==> src/rtl/sacc_map.svh <==
// Register offsets, field positions, reset values and timing counts
// of the conversion controller. Definitions only, no logic.
`ifndef SACC_MAP_SVH
`define SACC_MAP_SVH

// Byte offsets of the register words (haddr[7:0])
`define SACC_OFS_CTRL 8'h00
`define SACC_OFS_TIME 8'h04
`define SACC_OFS_CMD  8'h08
`define SACC_OFS_STAT 8'h0C
`define SACC_OFS_RES  8'h10
`define SACC_OFS_TEMP 8'h14

// Field positions
`define SACC_CTRL_CH_LSB    0
`define SACC_CTRL_MODE_LSB  8
`define SACC_CTRL_TSTRB_BIT 12
`define SACC_TIME_DIV_LSB   0
`define SACC_TIME_STC_LSB   8
`define SACC_CMD_START_BIT  0
`define SACC_TEMP_CORR_LSB  16

// Reset values
`define SACC_CH_RST   5'h00
`define SACC_MODE_RST 4'h0
`define SACC_DIV_RST  8'h00
`define SACC_STC_RST  8'h00

// Timing counts in conversion clock periods; temperature offset in kelvin
`define SACC_SAMPLE_BASE 9'h002
`define SACC_CAL_TICKS   2'h2
`define SACC_TEMP_OFS_K  10'h005

`endif

==> src/rtl/sacc_pkg.sv <==
// Types shared by the conversion controller files.
// Assumes sacc_map.svh supplies the numeric constants.
package sacc_pkg;

  // Resolution codes, in mode bit [1:0] order
  typedef enum logic [1:0] {SACC_RES_10, SACC_RES_12, SACC_RES_8, SACC_RES_NA} sacc_res_t;

  // Conversion phases
  typedef enum logic [1:0] {SACC_IDLE, SACC_SAMPLE, SACC_DIST, SACC_CAL} sacc_phase_t;

  // Kind of source behind a multiplexer channel
  typedef enum logic [2:0] {
    SACC_SRC_CORE, SACC_SRC_VOLT, SACC_SRC_CURR, SACC_SRC_QTEMP, SACC_SRC_DIE
  } sacc_src_t;

  // Whole state of the controller
  typedef struct packed {
    logic [4:0]  ch;      // Channel select
    logic [3:0]  mode;    // Mode bits
    logic        tstrb;   // Internal temperature strobe level
    logic [7:0]  div;     // Conversion clock divider
    logic [7:0]  sample_time_count;     // Sample time count
    sacc_phase_t ph;      // Conversion phase
    logic [8:0]  cnt;     // Ticks within phase
    logic [11:0] sar;     // Approximation register
    logic [3:0]  bidx;    // Bit under trial
    sacc_res_t   res;     // Resolution latched at start
    logic        cal_en;  // Post calibration latched at start
    logic [7:0]  stc_l;   // Sample count latched at start
    logic [11:0] result;  // Held result
    logic        valid;   // Result valid
    logic        cmp_m;   // Comparator sync stage 1
    logic        cmp_q;   // Comparator sync stage 2
    logic        a_vld;   // Bus data phase pending
    logic        a_wr;    // Pending phase is a write
    logic [7:0]  a_addr;  // Pending address
    logic [31:0] rdata;   // Read data for data phase
  } sacc_st_t;

endpackage

==> src/rtl/sacc_clkdiv.sv <==
// Conversion clock enable: a one-cycle tick every 4*(1+divider) clocks.
// Assumes restart comes from logic on the same clock.
`timescale 1ns/100ps
module sacc_clkdiv #(
  parameter int DIV_W = 8
) (
  input  wire logic             clk,
  input  wire logic             rst_n,
  input  wire logic             restart,
  input  wire logic [DIV_W-1:0] divider,
  output logic                  tick
);

  typedef struct packed {
    logic [DIV_W+1:0] cnt;  // Clocks since last tick
  } sacc_div_st_t;

  sacc_div_st_t s_r;   // Registered state
  sacc_div_st_t s_nxt; // Next state

  // Terminal count is 4*(1+divider)-1; restart re-aligns the phase
  assign tick = (s_r.cnt == {divider, 2'h3}) && !restart;

  // Next state
  always_comb begin
    s_nxt = s_r;
    if (restart || tick) begin
      s_nxt.cnt = '0;
    end else begin
      s_nxt.cnt = s_r.cnt + 1'b1;
    end
  end

  // State register
  always_ff @(posedge clk) begin
    if (!rst_n) begin
      s_r <= '0;
    end else begin
      s_r <= s_nxt;
    end
  end
endmodule

==> src/rtl/sacc_ctrl.sv <==
// Conversion controller of a 12-bit SAR converter with a 32:1 input mux.
// Assumes an AHB-Lite master on clk and an analog comparator on cmp_hi.
`timescale 1ns/100ps
`include "sacc_map.svh"

// Overview of operation
// - Channel select is plain binary 0 to 31
// - Channel 0 core supply, 31 die temperature
// - Channels 1+3q, 2+3q, 3+3q per quad
// - Mode bits 1:0 pick 10, 12, 8 bits
// - Mode bit 3 low adds two calibration ticks
// - Mode bit 2 low powers down when idle
// - Result MSB-justified, unused low bits zero
// - Conversion clock period 4*(1+divider) clocks
// - Start sampled on rising system clock edge
// - Busy and sampling rise at sample start
// - Sample phase lasts 2+count conversion clocks
// - Phases: sample, distribution, optional calibration
// - 10-bit temperature count equals kelvin
// - 8-bit temperature is 4 kelvin steps
// - Readings carry +5 degree offset, removable
// - Distribution one tick per bit, sampling falls
// - Valid rises as busy falls
// - Valid holds until next start, result held
module sacc_ctrl (
  input  wire logic          clk,
  input  wire logic          rst_n,
  input  wire logic          hsel,
  input  wire logic [31:0]   haddr,
  input  wire logic [1:0]    htrans,
  input  wire logic          hwrite,
  input  wire logic [2:0]    hsize,
  input  wire logic [31:0]   hwdata,
  input  wire logic          hready,
  output logic               hreadyout,
  output logic               hresp,
  output logic [31:0]        hrdata,
  input  wire logic          cmp_hi,
  output logic [4:0]         mux_channel,
  output sacc_pkg::sacc_src_t mux_src,
  output logic [3:0]         mux_quad,
  output logic [11:0]        dac_code,
  output logic               internal_temp_strobe,
  output logic               adc_power_on,
  output logic               busy,
  output logic               sampling,
  output logic               cal_active,
  output logic               result_valid,
  output logic [11:0]        result,
  output logic [9:0]         temp_kelvin
);
  import sacc_pkg::*;

  // Whole controller state lives in one struct; n is its next value.
  // Everything else here, bar the u_div counter and the check tick counters, is combinational and settles within a cycle.
  sacc_st_t    s;         // Registered state
  sacc_st_t    n;         // Next state
  logic        tick;      // Conversion clock enable
  logic        start_w;   // Start bit written this cycle
  logic        start_acc; // Start taken
  logic        finish;    // Conversion ends this cycle
  logic [11:0] sar_f;     // Approximation after this tick
  logic        in_dist;   // Distribution phase flag
  logic [6:0]  ch_dec;    // Decoded source kind and quad number

  // Lowest bit resolved for a resolution; the rest stay zero
  // Code 11 is not to be used; running it as 10-bit keeps results defined
  function automatic logic [3:0] res_lsb(input sacc_res_t r);
    case (r)
      SACC_RES_12: res_lsb = 4'h0;
      SACC_RES_8:  res_lsb = 4'h4;
      default:     res_lsb = 4'h2; // Unused code runs as 10-bit
    endcase
  endfunction

  // Channel to source kind and quad number
  function automatic logic [6:0] chan_decode(input logic [4:0] ch);
    logic [4:0] idx;
    logic [4:0] q;
    logic [4:0] k;
    idx = ch - 5'h01;
    q = idx / 5'h03;
    k = idx % 5'h03;
    // Channels 0 and 31 are wired inside, whatever quads are fitted
    if (ch == 5'h00) begin
      chan_decode = {SACC_SRC_CORE, 4'h0};
    end else if (ch == 5'h1F) begin
      chan_decode = {SACC_SRC_DIE, 4'h0};
    end else begin
      chan_decode = {3'(k + 5'h01), q[3:0]};
    end
  endfunction

  // Read data is staged at the address edge from the registered state,
  // so a read right behind a write to the same word returns the old
  // value; masters leave one idle cycle between the two.
  // Register read mux; kelvin view is result bits 11:2 in every mode
  function automatic logic [31:0] rd_mux(input sacc_st_t st, input logic [7:0] a);
    logic [9:0] kel;
    logic [9:0] corr;
    kel = st.result[11:2];
    corr = (kel >= `SACC_TEMP_OFS_K) ? kel - `SACC_TEMP_OFS_K : 10'h000;
    rd_mux = 32'h0000_0000;
    case (a)
      `SACC_OFS_CTRL: rd_mux = {19'h00000, st.tstrb, st.mode, 3'h0, st.ch};
      `SACC_OFS_TIME: rd_mux = {16'h0000, st.sample_time_count, st.div};
      `SACC_OFS_STAT: rd_mux = {28'h0000000, st.ph == SACC_CAL, st.valid,
                                st.ph == SACC_SAMPLE, st.ph != SACC_IDLE};
      `SACC_OFS_RES:  rd_mux = {20'h00000, st.result};
      `SACC_OFS_TEMP: rd_mux = {6'h00, corr, 6'h00, kel};
      default:        rd_mux = 32'h0000_0000; // Unmapped reads zero
    endcase
  endfunction

  // A free-running divider would shorten the first sample tick by up to
  // a whole period; restarting it keeps every phase length exact
  // Conversion clock enable, phase-aligned to each accepted start
  sacc_clkdiv #(
    .DIV_W(8)
  ) u_div (
    .clk    (clk),
    .rst_n  (rst_n),
    .restart(start_acc),
    .divider(s.div),
    .tick   (tick)
  );

  // Next-state logic: bus slave, sequencer and approximation
  always_comb begin
    n = s;
    start_w = 1'b0;
    start_acc = 1'b0;
    finish = 1'b0;
    sar_f = s.sar;
    // Comparator crosses from the analog side
    // Only the second stage is read by the decision logic
    n.cmp_m = cmp_hi;
    n.cmp_q = s.cmp_m;
    // Divider and channel act live: software keeps them still while busy
    // Write data phase
    if (s.a_vld && s.a_wr) begin
      case (s.a_addr)
        `SACC_OFS_CTRL: begin
          n.ch = hwdata[`SACC_CTRL_CH_LSB +: 5];
          n.mode = hwdata[`SACC_CTRL_MODE_LSB +: 4];
          n.tstrb = hwdata[`SACC_CTRL_TSTRB_BIT];
        end
        `SACC_OFS_TIME: begin
          n.div = hwdata[`SACC_TIME_DIV_LSB +: 8];
          n.sample_time_count = hwdata[`SACC_TIME_STC_LSB +: 8];
        end
        `SACC_OFS_CMD: start_w = hwdata[`SACC_CMD_START_BIT];
        default: ; // Unmapped writes are dropped
      endcase
    end
    // A refused start leaves no trace on the bus; software polls busy first
    // Starts during a conversion are ignored
    start_acc = start_w && (s.ph == SACC_IDLE);
    case (s.ph)
      // Idle: wait for a start and latch the settings
      SACC_IDLE: begin
        if (start_acc) begin
          n.ph = SACC_SAMPLE;
          n.cnt = 9'h000;
          n.valid = 1'b0;
          n.res = sacc_res_t'(s.mode[1:0]);
          n.cal_en = ~s.mode[3];
          n.stc_l = s.sample_time_count;
        end
      end
      // Sample: 2+count ticks, then first bit trial
      // cnt holds the ticks already spent in this phase
      SACC_SAMPLE: begin
        if (tick) begin
          if (s.cnt == {1'b0, s.stc_l} + `SACC_SAMPLE_BASE - 9'h001) begin
            n.ph = SACC_DIST;
            n.sar = 12'h800;
            n.bidx = 4'hB;
          end else begin
            n.cnt = s.cnt + 9'h001;
          end
        end
      end
      // Distribution: one bit decided per tick
      SACC_DIST: begin
        if (tick) begin
          // Input below the trial code: the trial bit is dropped
          if (!s.cmp_q) begin
            sar_f[s.bidx] = 1'b0;
          end
          if (s.bidx == res_lsb(s.res)) begin
            if (s.cal_en) begin
              n.ph = SACC_CAL;
              n.cnt = 9'h000;
            end else begin
              finish = 1'b1;
            end
          end else begin
            // Next lower bit goes on trial
            n.bidx = s.bidx - 4'h1;
            sar_f[s.bidx - 4'h1] = 1'b1;
          end
          n.sar = sar_f;
        end
      end
      // Calibration: fixed tick count, busy held
      // Busy stays high here, so valid cannot rise before calibration ends
      SACC_CAL: begin
        if (tick) begin
          if (s.cnt == {7'h00, `SACC_CAL_TICKS} - 9'h001) begin
            finish = 1'b1;
          end else begin
            n.cnt = s.cnt + 9'h001;
          end
        end
      end
      default: n.ph = SACC_IDLE;
    endcase
    // End of conversion: busy drops, valid rises, result latched
    // From calibration, sar_f still holds the word of the last bit trial
    if (finish) begin
      n.ph = SACC_IDLE;
      n.valid = 1'b1;
      n.result = sar_f;
    end
    // Address phase; read data is staged so hrdata comes from a flop
    // hsize is not decoded: only whole-word accesses are supported
    n.a_vld = hsel && hready && htrans[1];
    n.a_wr = hwrite;
    n.a_addr = haddr[7:0];
    n.rdata = rd_mux(s, haddr[7:0]);
  end

  // State register, synchronous reset
  // The comparator flops clear too, so no stale decision outlives reset
  always_ff @(posedge clk) begin
    if (!rst_n) begin
      s <= '0;
      s.ch <= `SACC_CH_RST;
      s.mode <= `SACC_MODE_RST;
      s.div <= `SACC_DIV_RST;
      s.sample_time_count <= `SACC_STC_RST;
    end else begin
      s <= n;
    end
  end

  // Outputs
  // Busy, sampling and cal flags decode the phase, so they all move on the same edge
  assign hreadyout = 1'b1;     // Zero wait states
  assign hresp = 1'b0;         // Always OKAY
  assign hrdata = s.rdata;
  assign mux_channel = s.ch;
  // Enum field is cast out of the decode word on purpose
  assign ch_dec = chan_decode(s.ch);
  assign mux_src = sacc_src_t'(ch_dec[6:4]);
  assign mux_quad = ch_dec[3:0];
  assign dac_code = s.sar;
  assign internal_temp_strobe = s.tstrb;
  assign adc_power_on = (s.ph != SACC_IDLE) || s.mode[2];
  assign busy = s.ph != SACC_IDLE;
  assign sampling = s.ph == SACC_SAMPLE;
  assign cal_active = s.ph == SACC_CAL;
  assign result_valid = s.valid;
  assign result = s.result;
  assign temp_kelvin = s.result[11:2];
  assign in_dist = s.ph == SACC_DIST;

  // Tick counts per phase, seen only by the checks below
  // They restart on every accepted start, so a check at the end of a
  // phase sees the ticks of the running conversion only
  logic [8:0] hs_cnt; // Sample ticks
  logic [3:0] hd_cnt; // Distribution ticks
  logic [1:0] hc_cnt; // Calibration ticks

  always_ff @(posedge clk) begin
    if (!rst_n || start_acc) begin
      hs_cnt <= 9'h000;
      hd_cnt <= 4'h0;
      hc_cnt <= 2'h0;
    end else if (tick) begin
      if (sampling) begin
        hs_cnt <= hs_cnt + 9'h001;
      end
      if (in_dist) begin
        hd_cnt <= hd_cnt + 4'h1;
      end
      if (cal_active) begin
        hc_cnt <= hc_cnt + 2'h1;
      end
    end
  end
endmodule

==> config.mk <==
export PLATFORM = sky130hd
export DESIGN_NAME = sacc_ctrl
export DESIGN_NICKNAME = d
export VERILOG_FILES = /design/src/rtl/sacc_pkg.sv /design/src/rtl/sacc_clkdiv.sv /design/src/rtl/sacc_ctrl.sv
export VERILOG_INCLUDE_DIRS = /design/src /design/src/rtl
export SDC_FILE = /design/constraint.sdc
export NUM_CORES = 1
export LEC_CHECK = 0
export BUFFER_PORTS_ARGS = -buffer_cell sky130_fd_sc_hd__buf_2
export CAP_MARGIN = 30
export CORE_AREA = 3 3 94 186
export CTS_CLUSTER_SIZE = 16
export DETAILED_ROUTE_END_ITERATION = 10
export DIE_AREA = 0 0 97 189
export PLACE_DENSITY_LB_ADDON = 0.1
export SYNTH_ARGS = -nofsm -noshare
export SYNTH_HDL_FRONTEND = slang
export SYNTH_HIERARCHICAL = 1
export SYNTH_SLANG_ARGS = --single-unit
==> constraint.sdc <==
create_clock -name clk -period 5 [get_ports clk]
set_input_delay 1 -clock clk [delete_from_list [all_inputs] [get_ports clk]]
set_output_delay 1 -clock clk [all_outputs]
set_load 0.01 [all_outputs]
== After elaboration in Yosys (flattened, before gate mapping) ==
Cells that the tools add are included.
Operators by class
  add/sub/neg operators: 8
  divide/modulo/power cells: 2
  magnitude comparators: 5
  eq/ne operators: 26
  muxes and demuxes: 42
  bitwise gates (word level): 5
  reduce and logical (&&, ||, !) cells: 29
Operators with widths (number)
  $pmux W26 S5: 1
  $mux W12: 6
  $mux W27: 2
  $pmux W9 S4: 1
  $mux W11: 3
  $pmux W16 S2: 1
  $mux W9: 3
  $eq A8 B3 Y1 const B: 2
  $eq A8 B4 Y1 const B: 2
  $eq A8 B5 Y1 const B: 2
  $logic_not A8 Y1: 2
  $mux W16: 1
  $mux W7: 2
  $and A12 B12 Y12: 1
  $mux W1: 12
  $mux W4: 3
  $ne A2 B1 Y1 const B: 6
  $not A12 Y12: 1
  $or A12 B12 Y12: 1
  $add A10 B1 Y10 const B: 1
  $eq A10 B10 Y1: 1
  $ge A10 B3 Y1 const B: 1
  $lt A4 B5 Y1 const B: 2
  $mux W10: 1
  36 further kinds: 59
Storage, ports and cells
  bits in registers: 131
  input port bits: 75
  output and inout bits: 86

== Longest topological paths before layout ==
  depth in word-level cells: 14
  gate-level depth with buffers: 17
  depth with buffers taken out: 16

== By module ==
Netlist, hierarchy kept.
Modules (own cells, without submodules)
  sacc_ctrl: instances 1, cells each 820, area each 6739.0 µm²
  sacc_clkdiv: instances 1, cells each 59, area each 531.8 µm²

== Worst setup path after synthesis ==
Ideal clock, no wire load.
  path kind: flip-flop to output port
  from: register s (netlist bit mux_channel[0])
  to: output port mux_src[2]
  arrival time: 3733 ps
  data required time: 4000 ps
  setup slack: 267 ps
  stages on the path, launching flop included: 17
  cells stage by stage: dfxtp_1 > inv_1 > ha_1 > buf_2 > or3b_2 > o21ai_0 > a32oi_1 > nand2_1 > ha_1 > a211oi_1 > a2111oi_4 > nor3b_2 > mux2_2 > ha_1 > or4b_1 > nand4_1 > o2bb2ai_1
On the way
  longest elaborated chain between the ends: 5
RTL lines
  from (decl): line sacc_ctrl.sv:56  | sacc_st_t s;
  from (signal assigned): line sacc_ctrl.sv:244  | s <= n;
  $sub A5 B1 Y5: line sacc_ctrl.sv:81  | idx = ch - 5'h01;
  $mod A5 B2 Y5: line sacc_ctrl.sv:83  | k = idx % 5'h03;
  $add A3 B1 Y3: line sacc_ctrl.sv:90  | chan_decode = {3'(k + 5'h01), q[3:0]};
  $mux W7: line sacc_ctrl.sv:87  | end else if (ch == 5'h1F) begin
  $mux W7 *: line sacc_ctrl.sv:85  | if (ch == 5'h00) begin
  to (decl): line sacc_ctrl.sv:40  | output sacc_pkg::sacc_src_t mux_src,
Mark *: on every way between the ends. The rest lies on a longest branch, timed or not.

== Final worst setup path ==
  from: register s (netlist bit mux_channel[1])
  to: output port mux_src[2]
Same word-level chain as after synthesis.

==> parameters.txt <==
Parameter                              Value

Synthesis
  Cell accounting for the most synthesized area ... sky130_fd_sc_hd__dfxtp_1
  Mean cell area of the mapped netlist ... 8.27 sq um
  Cells after synthesis ... 879
  Dominant cells by area after synthesis ... sky130_fd_sc_hd__dfxtp_1 (34%), sky130_fd_sc_hd__buf_4 (7.6%), sky130_fd_sc_hd__nand2_1 (6.8%), sky130_fd_sc_hd__ha_1 (4.0%), sky130_fd_sc_hd__a21boi_0 (3.8%)
  Netlist cell types ... 74
  Synthesis warning total ... 6
  Share of the synthesized area in the top cell type ... 0.344
  Main flop type after synthesis ... sky130_fd_sc_hd__dfxtp_1
  Synthesis-stage register bit count ... 125
  Share of async-settable or async-resettable flops after synthesis ... 0
  Sequential cell area fraction in the yosys report ... 0.344
  Number of enable-type register cells in the synthesized netlist ... 0
  Cell area after synthesis ... 7270 sq um

Place
  Half-perimeter wire length after detailed placement ... 15.7 mm
  Pre-CTS setup slack ... 0.138 ns
  Standard cell area after detailed placement ... 7470 sq um
  Final estimated routing congestion in global placement ... 0.931
  Port Buf Inserts ... 108

Worst setup path
  Critical path start-end classification ... flip-flop to primary output
  Worst endpoint required time ... 4.00 ns
  Number of cells on the worst reg-to-reg path ... 11
  Critical register-to-register path endpoint ... s[89]
  Source of the worst register-to-register timing path ... s[108]
  End of the critical path ... mux_src[2]
  Endpoint type of the worst setup path ... primary output
  Worst-path fanout max ... 7
  Sort of element at the start of the critical path ... flip-flop
  Worst path arrival time ... 3.92 ns
  Worst setup path start ... mux_channel[1]
  Register-to-register path setup slack ... 1.36 ns

Timing
  Max Clock Skew ... 0.0107 ns
  Relative slew margins ... 0.358
  Final critical-path required period ... 4.92 ns
  Final period utilization ... 0.983
  Fin. max-slew vios ... 0
  Minimum setup slack in the final design ... 0.0827 ns
  Endpoints failing hold ... 0
  Worst-case hold slack ... 0.437 ns
  Max frequency ... 203 MHz
  Setup repair after global routing missed its margin ... true
  Setup-failing EPs final ... 0
  Actual slew at the worst max-slew pin ... 0.955 ns

Die
  Initial Utilization ... 0.447
  Die boundary height ... 189 um
  Floorplan Core Area ... 16300 sq um
  Die outline area ... 18300 sq um
  Core Rows ... 66
  I/O pin total ... 161
  Horizontal die dimension ... 97 um

Global route
  First-pass GRT wire length ... 32.9 mm
  Maximum number of pins on one net before global-route repair ... 36
  Total routing resource utilization after global routing ... 0.227
  Number of antenna violations at the first check in global routing ... 0
  Overflow left after global routing ... 0
  Via count of the first global-routing pass ... 6253

Route
  Metal2 WL ... 11.8 mm
  Met3 wire length ... 681 um
  Residual DRC ... 0
  1st-iter DRT viols ... 246
  Wl on met1 ... 7.34 mm
  Top Layer Used ... met4
  Total detailed-routing wirelength ... 20.6 mm
  TritonRoute pass-1 iters ... 5
  Remaining antenna violation count ... 0
  Post-detailed-route via-to-cell ratio ... 5.37
  Vias after detailed routing ... 6141
  WL/cell ... 18.1 um

Clock tree
  Clock H-tree levels ... 4
  CTS tree ... built
  Insertion delay of the later-clocked pin in the worst-skew pair ... 0.42 ns
  Clk root buf ... sky130_fd_sc_hd__clkbuf_16
  Number of buffers on the longest clock path ... 2
  Total clock buffers created by CTS ... 17
  Clock-pin slew on the worst setup and hold paths ... 0.06 ns
  Sink Count ... 125

Pwr
  Sequential group share of total power ... 0.406
  Switching component of the power ... 0.000533 W
  VDD IR-drop max ... 0.247 mV
  Post-route total power ... 0.00249 W
  Leakage power ... 3.43 nW
  Combinational Power Share ... 0.036
  Switching portion of total power ... 0.214
  Internal power ... 0.00196 W
  Clock power share ... 0.558
  Power per Cell Area ... 295 nW/um^2

Finish
  Fraction of final layout cells sized beyond drive strength 1 ... 0.251
  Nets ... 1023
  Final standard cell area without fillers ... 8440 sq um
  Most common cell after layout, fill and taps aside ... sky130_fd_sc_hd__nand2_1
  Area growth syn-to-layout ... 16.1%
  Highest-count cells in the layout ignoring fill and taps ... sky130_fd_sc_hd__nand2_1 (131), sky130_fd_sc_hd__dfxtp_1 (120), sky130_fd_sc_hd__buf_2 (108), sky130_fd_sc_hd__nor2_1 (65), sky130_fd_sc_hd__a21boi_0 (37)

Min path
  Worst min-delay path class ... flip-flop to flip-flop

Run status
  Result of the run ... completed

Flow run
  Max-cap viol count ... 0
cell type report:
type / instances / area, sq um
Antenna cell: 1 / 2.50
Sequential cell: 125 / 2510
Inverter: 23 / 91.3
Tap cell: 204 / 255
Fill cell: 1577 / 7830
Multi-Input combinational cell: 619 / 4140
Clock buffer: 19 / 453
Clock inverter: 13 / 213
Timing Repair Buffer: 139 / 777
cells by family (layout without fill, tap and decap cells):
group           count (synthesis)  in the layout  share of synthesized area
compound gates                166            166                      0.167
buf+inv                       141            194                      0.113
xor+xnor                       42             42                     0.0506
other cells                     2              9                    0.00103
mux                            21             21                     0.0356
flops                         125            125                      0.344
simple gates                  359            359                      0.248
fa+ha+maj                      23             23                     0.0396
Yosys cell counts, types with 3 or more instances:
master and instances:
sky130_fd_sc_hd__and4_1 5, sky130_fd_sc_hd__a21boi_0 37, sky130_fd_sc_hd__a21oi_1 28, sky130_fd_sc_hd__o31ai_1 3
sky130_fd_sc_hd__nand3b_1 4, sky130_fd_sc_hd__and2_1 23, sky130_fd_sc_hd__o21bai_1 3, sky130_fd_sc_hd__mux2_2 9
sky130_fd_sc_hd__a32oi_1 10, sky130_fd_sc_hd__a211oi_1 13, sky130_fd_sc_hd__and3_1 11, sky130_fd_sc_hd__inv_1 23
sky130_fd_sc_hd__a21oi_2 3, sky130_fd_sc_hd__o22ai_1 3, sky130_fd_sc_hd__a21boi_1 9, sky130_fd_sc_hd__xnor2_1 24
sky130_fd_sc_hd__buf_4 74, sky130_fd_sc_hd__nand4_1 9, sky130_fd_sc_hd__mux4_2 3, sky130_fd_sc_hd__nand2b_1 9
sky130_fd_sc_hd__nor3b_1 3, sky130_fd_sc_hd__nand2_1 132, sky130_fd_sc_hd__nor2_1 67, sky130_fd_sc_hd__dfxtp_1 125
sky130_fd_sc_hd__a22oi_1 7, sky130_fd_sc_hd__o21ai_0 19, sky130_fd_sc_hd__clkbuf_1 34, sky130_fd_sc_hd__or3b_1 5
sky130_fd_sc_hd__o211ai_1 5, sky130_fd_sc_hd__mux2i_1 9, sky130_fd_sc_hd__nor3_1 21, sky130_fd_sc_hd__nor4_1 5
sky130_fd_sc_hd__ha_1 23, sky130_fd_sc_hd__buf_2 5, sky130_fd_sc_hd__nand3_1 11, sky130_fd_sc_hd__or3_1 3
sky130_fd_sc_hd__or3b_2 5, sky130_fd_sc_hd__nor2b_1 30, sky130_fd_sc_hd__xor2_1 18, sky130_fd_sc_hd__a31oi_1 3
repair_timing:
action	CTS	global route
pin swaps	8	12
gates resized for setup	21	27
buffers inserted	8	8
setup endpoints to repair	1	1
hold buffers	0	0
critical path, stage by stage (launching register included):
cell and delay, ns:
sky130_fd_sc_hd__dfxtp_2 0.33, sky130_fd_sc_hd__inv_4 0.07, sky130_fd_sc_hd__ha_4 0.17, sky130_fd_sc_hd__buf_4 0.16
sky130_fd_sc_hd__inv_1 0.09, sky130_fd_sc_hd__a32oi_2 0.25, sky130_fd_sc_hd__nand2_2 0.11, sky130_fd_sc_hd__buf_4 0.14
sky130_fd_sc_hd__buf_4 0.13, sky130_fd_sc_hd__a21oi_2 0.16, sky130_fd_sc_hd__o21ai_2 0.10, sky130_fd_sc_hd__ha_2 0.20
sky130_fd_sc_hd__nor3b_4 0.28, sky130_fd_sc_hd__mux2_4 0.35, sky130_fd_sc_hd__ha_4 0.17, sky130_fd_sc_hd__or4b_1 0.46
sky130_fd_sc_hd__nand4_1 0.11, sky130_fd_sc_hd__o2bb2ai_1 0.07, sky130_fd_sc_hd__buf_2 0.13
metal layers:
layer | up-vias | global-route usage
met4 | 0 | 0.127
met1 | 2923 | 0.213
met5 | - | 0
met3 | 42 | 0.0454
li1 | 3040 | -
met2 | 136 | 0.448
per-stage QoR:
stage               std cells   util  TNS, ns
global placement         1095  0.459        0
CTS                      1135  0.508        0
global route             1142  0.519  -0.0634
detailed placement       1095  0.459        0
finish                   1143  0.519        0
floorplan                 885      -        0
how the worst min path moves through the flow:
stage,startpoint,endpoint,depth (start not counted)
detailed placement,n[42],s[42],1
global route,n[42],s[42],1
floorplan,n[42],s[42],1
finish,n[42],s[42],1
global placement,n[42],s[42],1
CTS,n[42],s[42],1
flip-flops by register name (all words and copies together), names as in the netlist:
signal	cells
n	1
mux_channel	5
hrdata	26
u_div/s_r	10
internal_temp_strobe	1
result	12
result_valid	1
dac_code	12
s	57
power groups by stage:
stage                     Sequential (W)  Clock, W  Combinational [W]
after floorplan                  0.00103         0          0.0000615
after global placement           0.00103         0          0.0000833
after detailed placement         0.00103         0          0.0000850
after CTS                        0.00101   0.00141          0.0000872
after global routing             0.00101   0.00146          0.0000990
final                            0.00101   0.00139          0.0000899
Power figures use the tool's default switching activity.
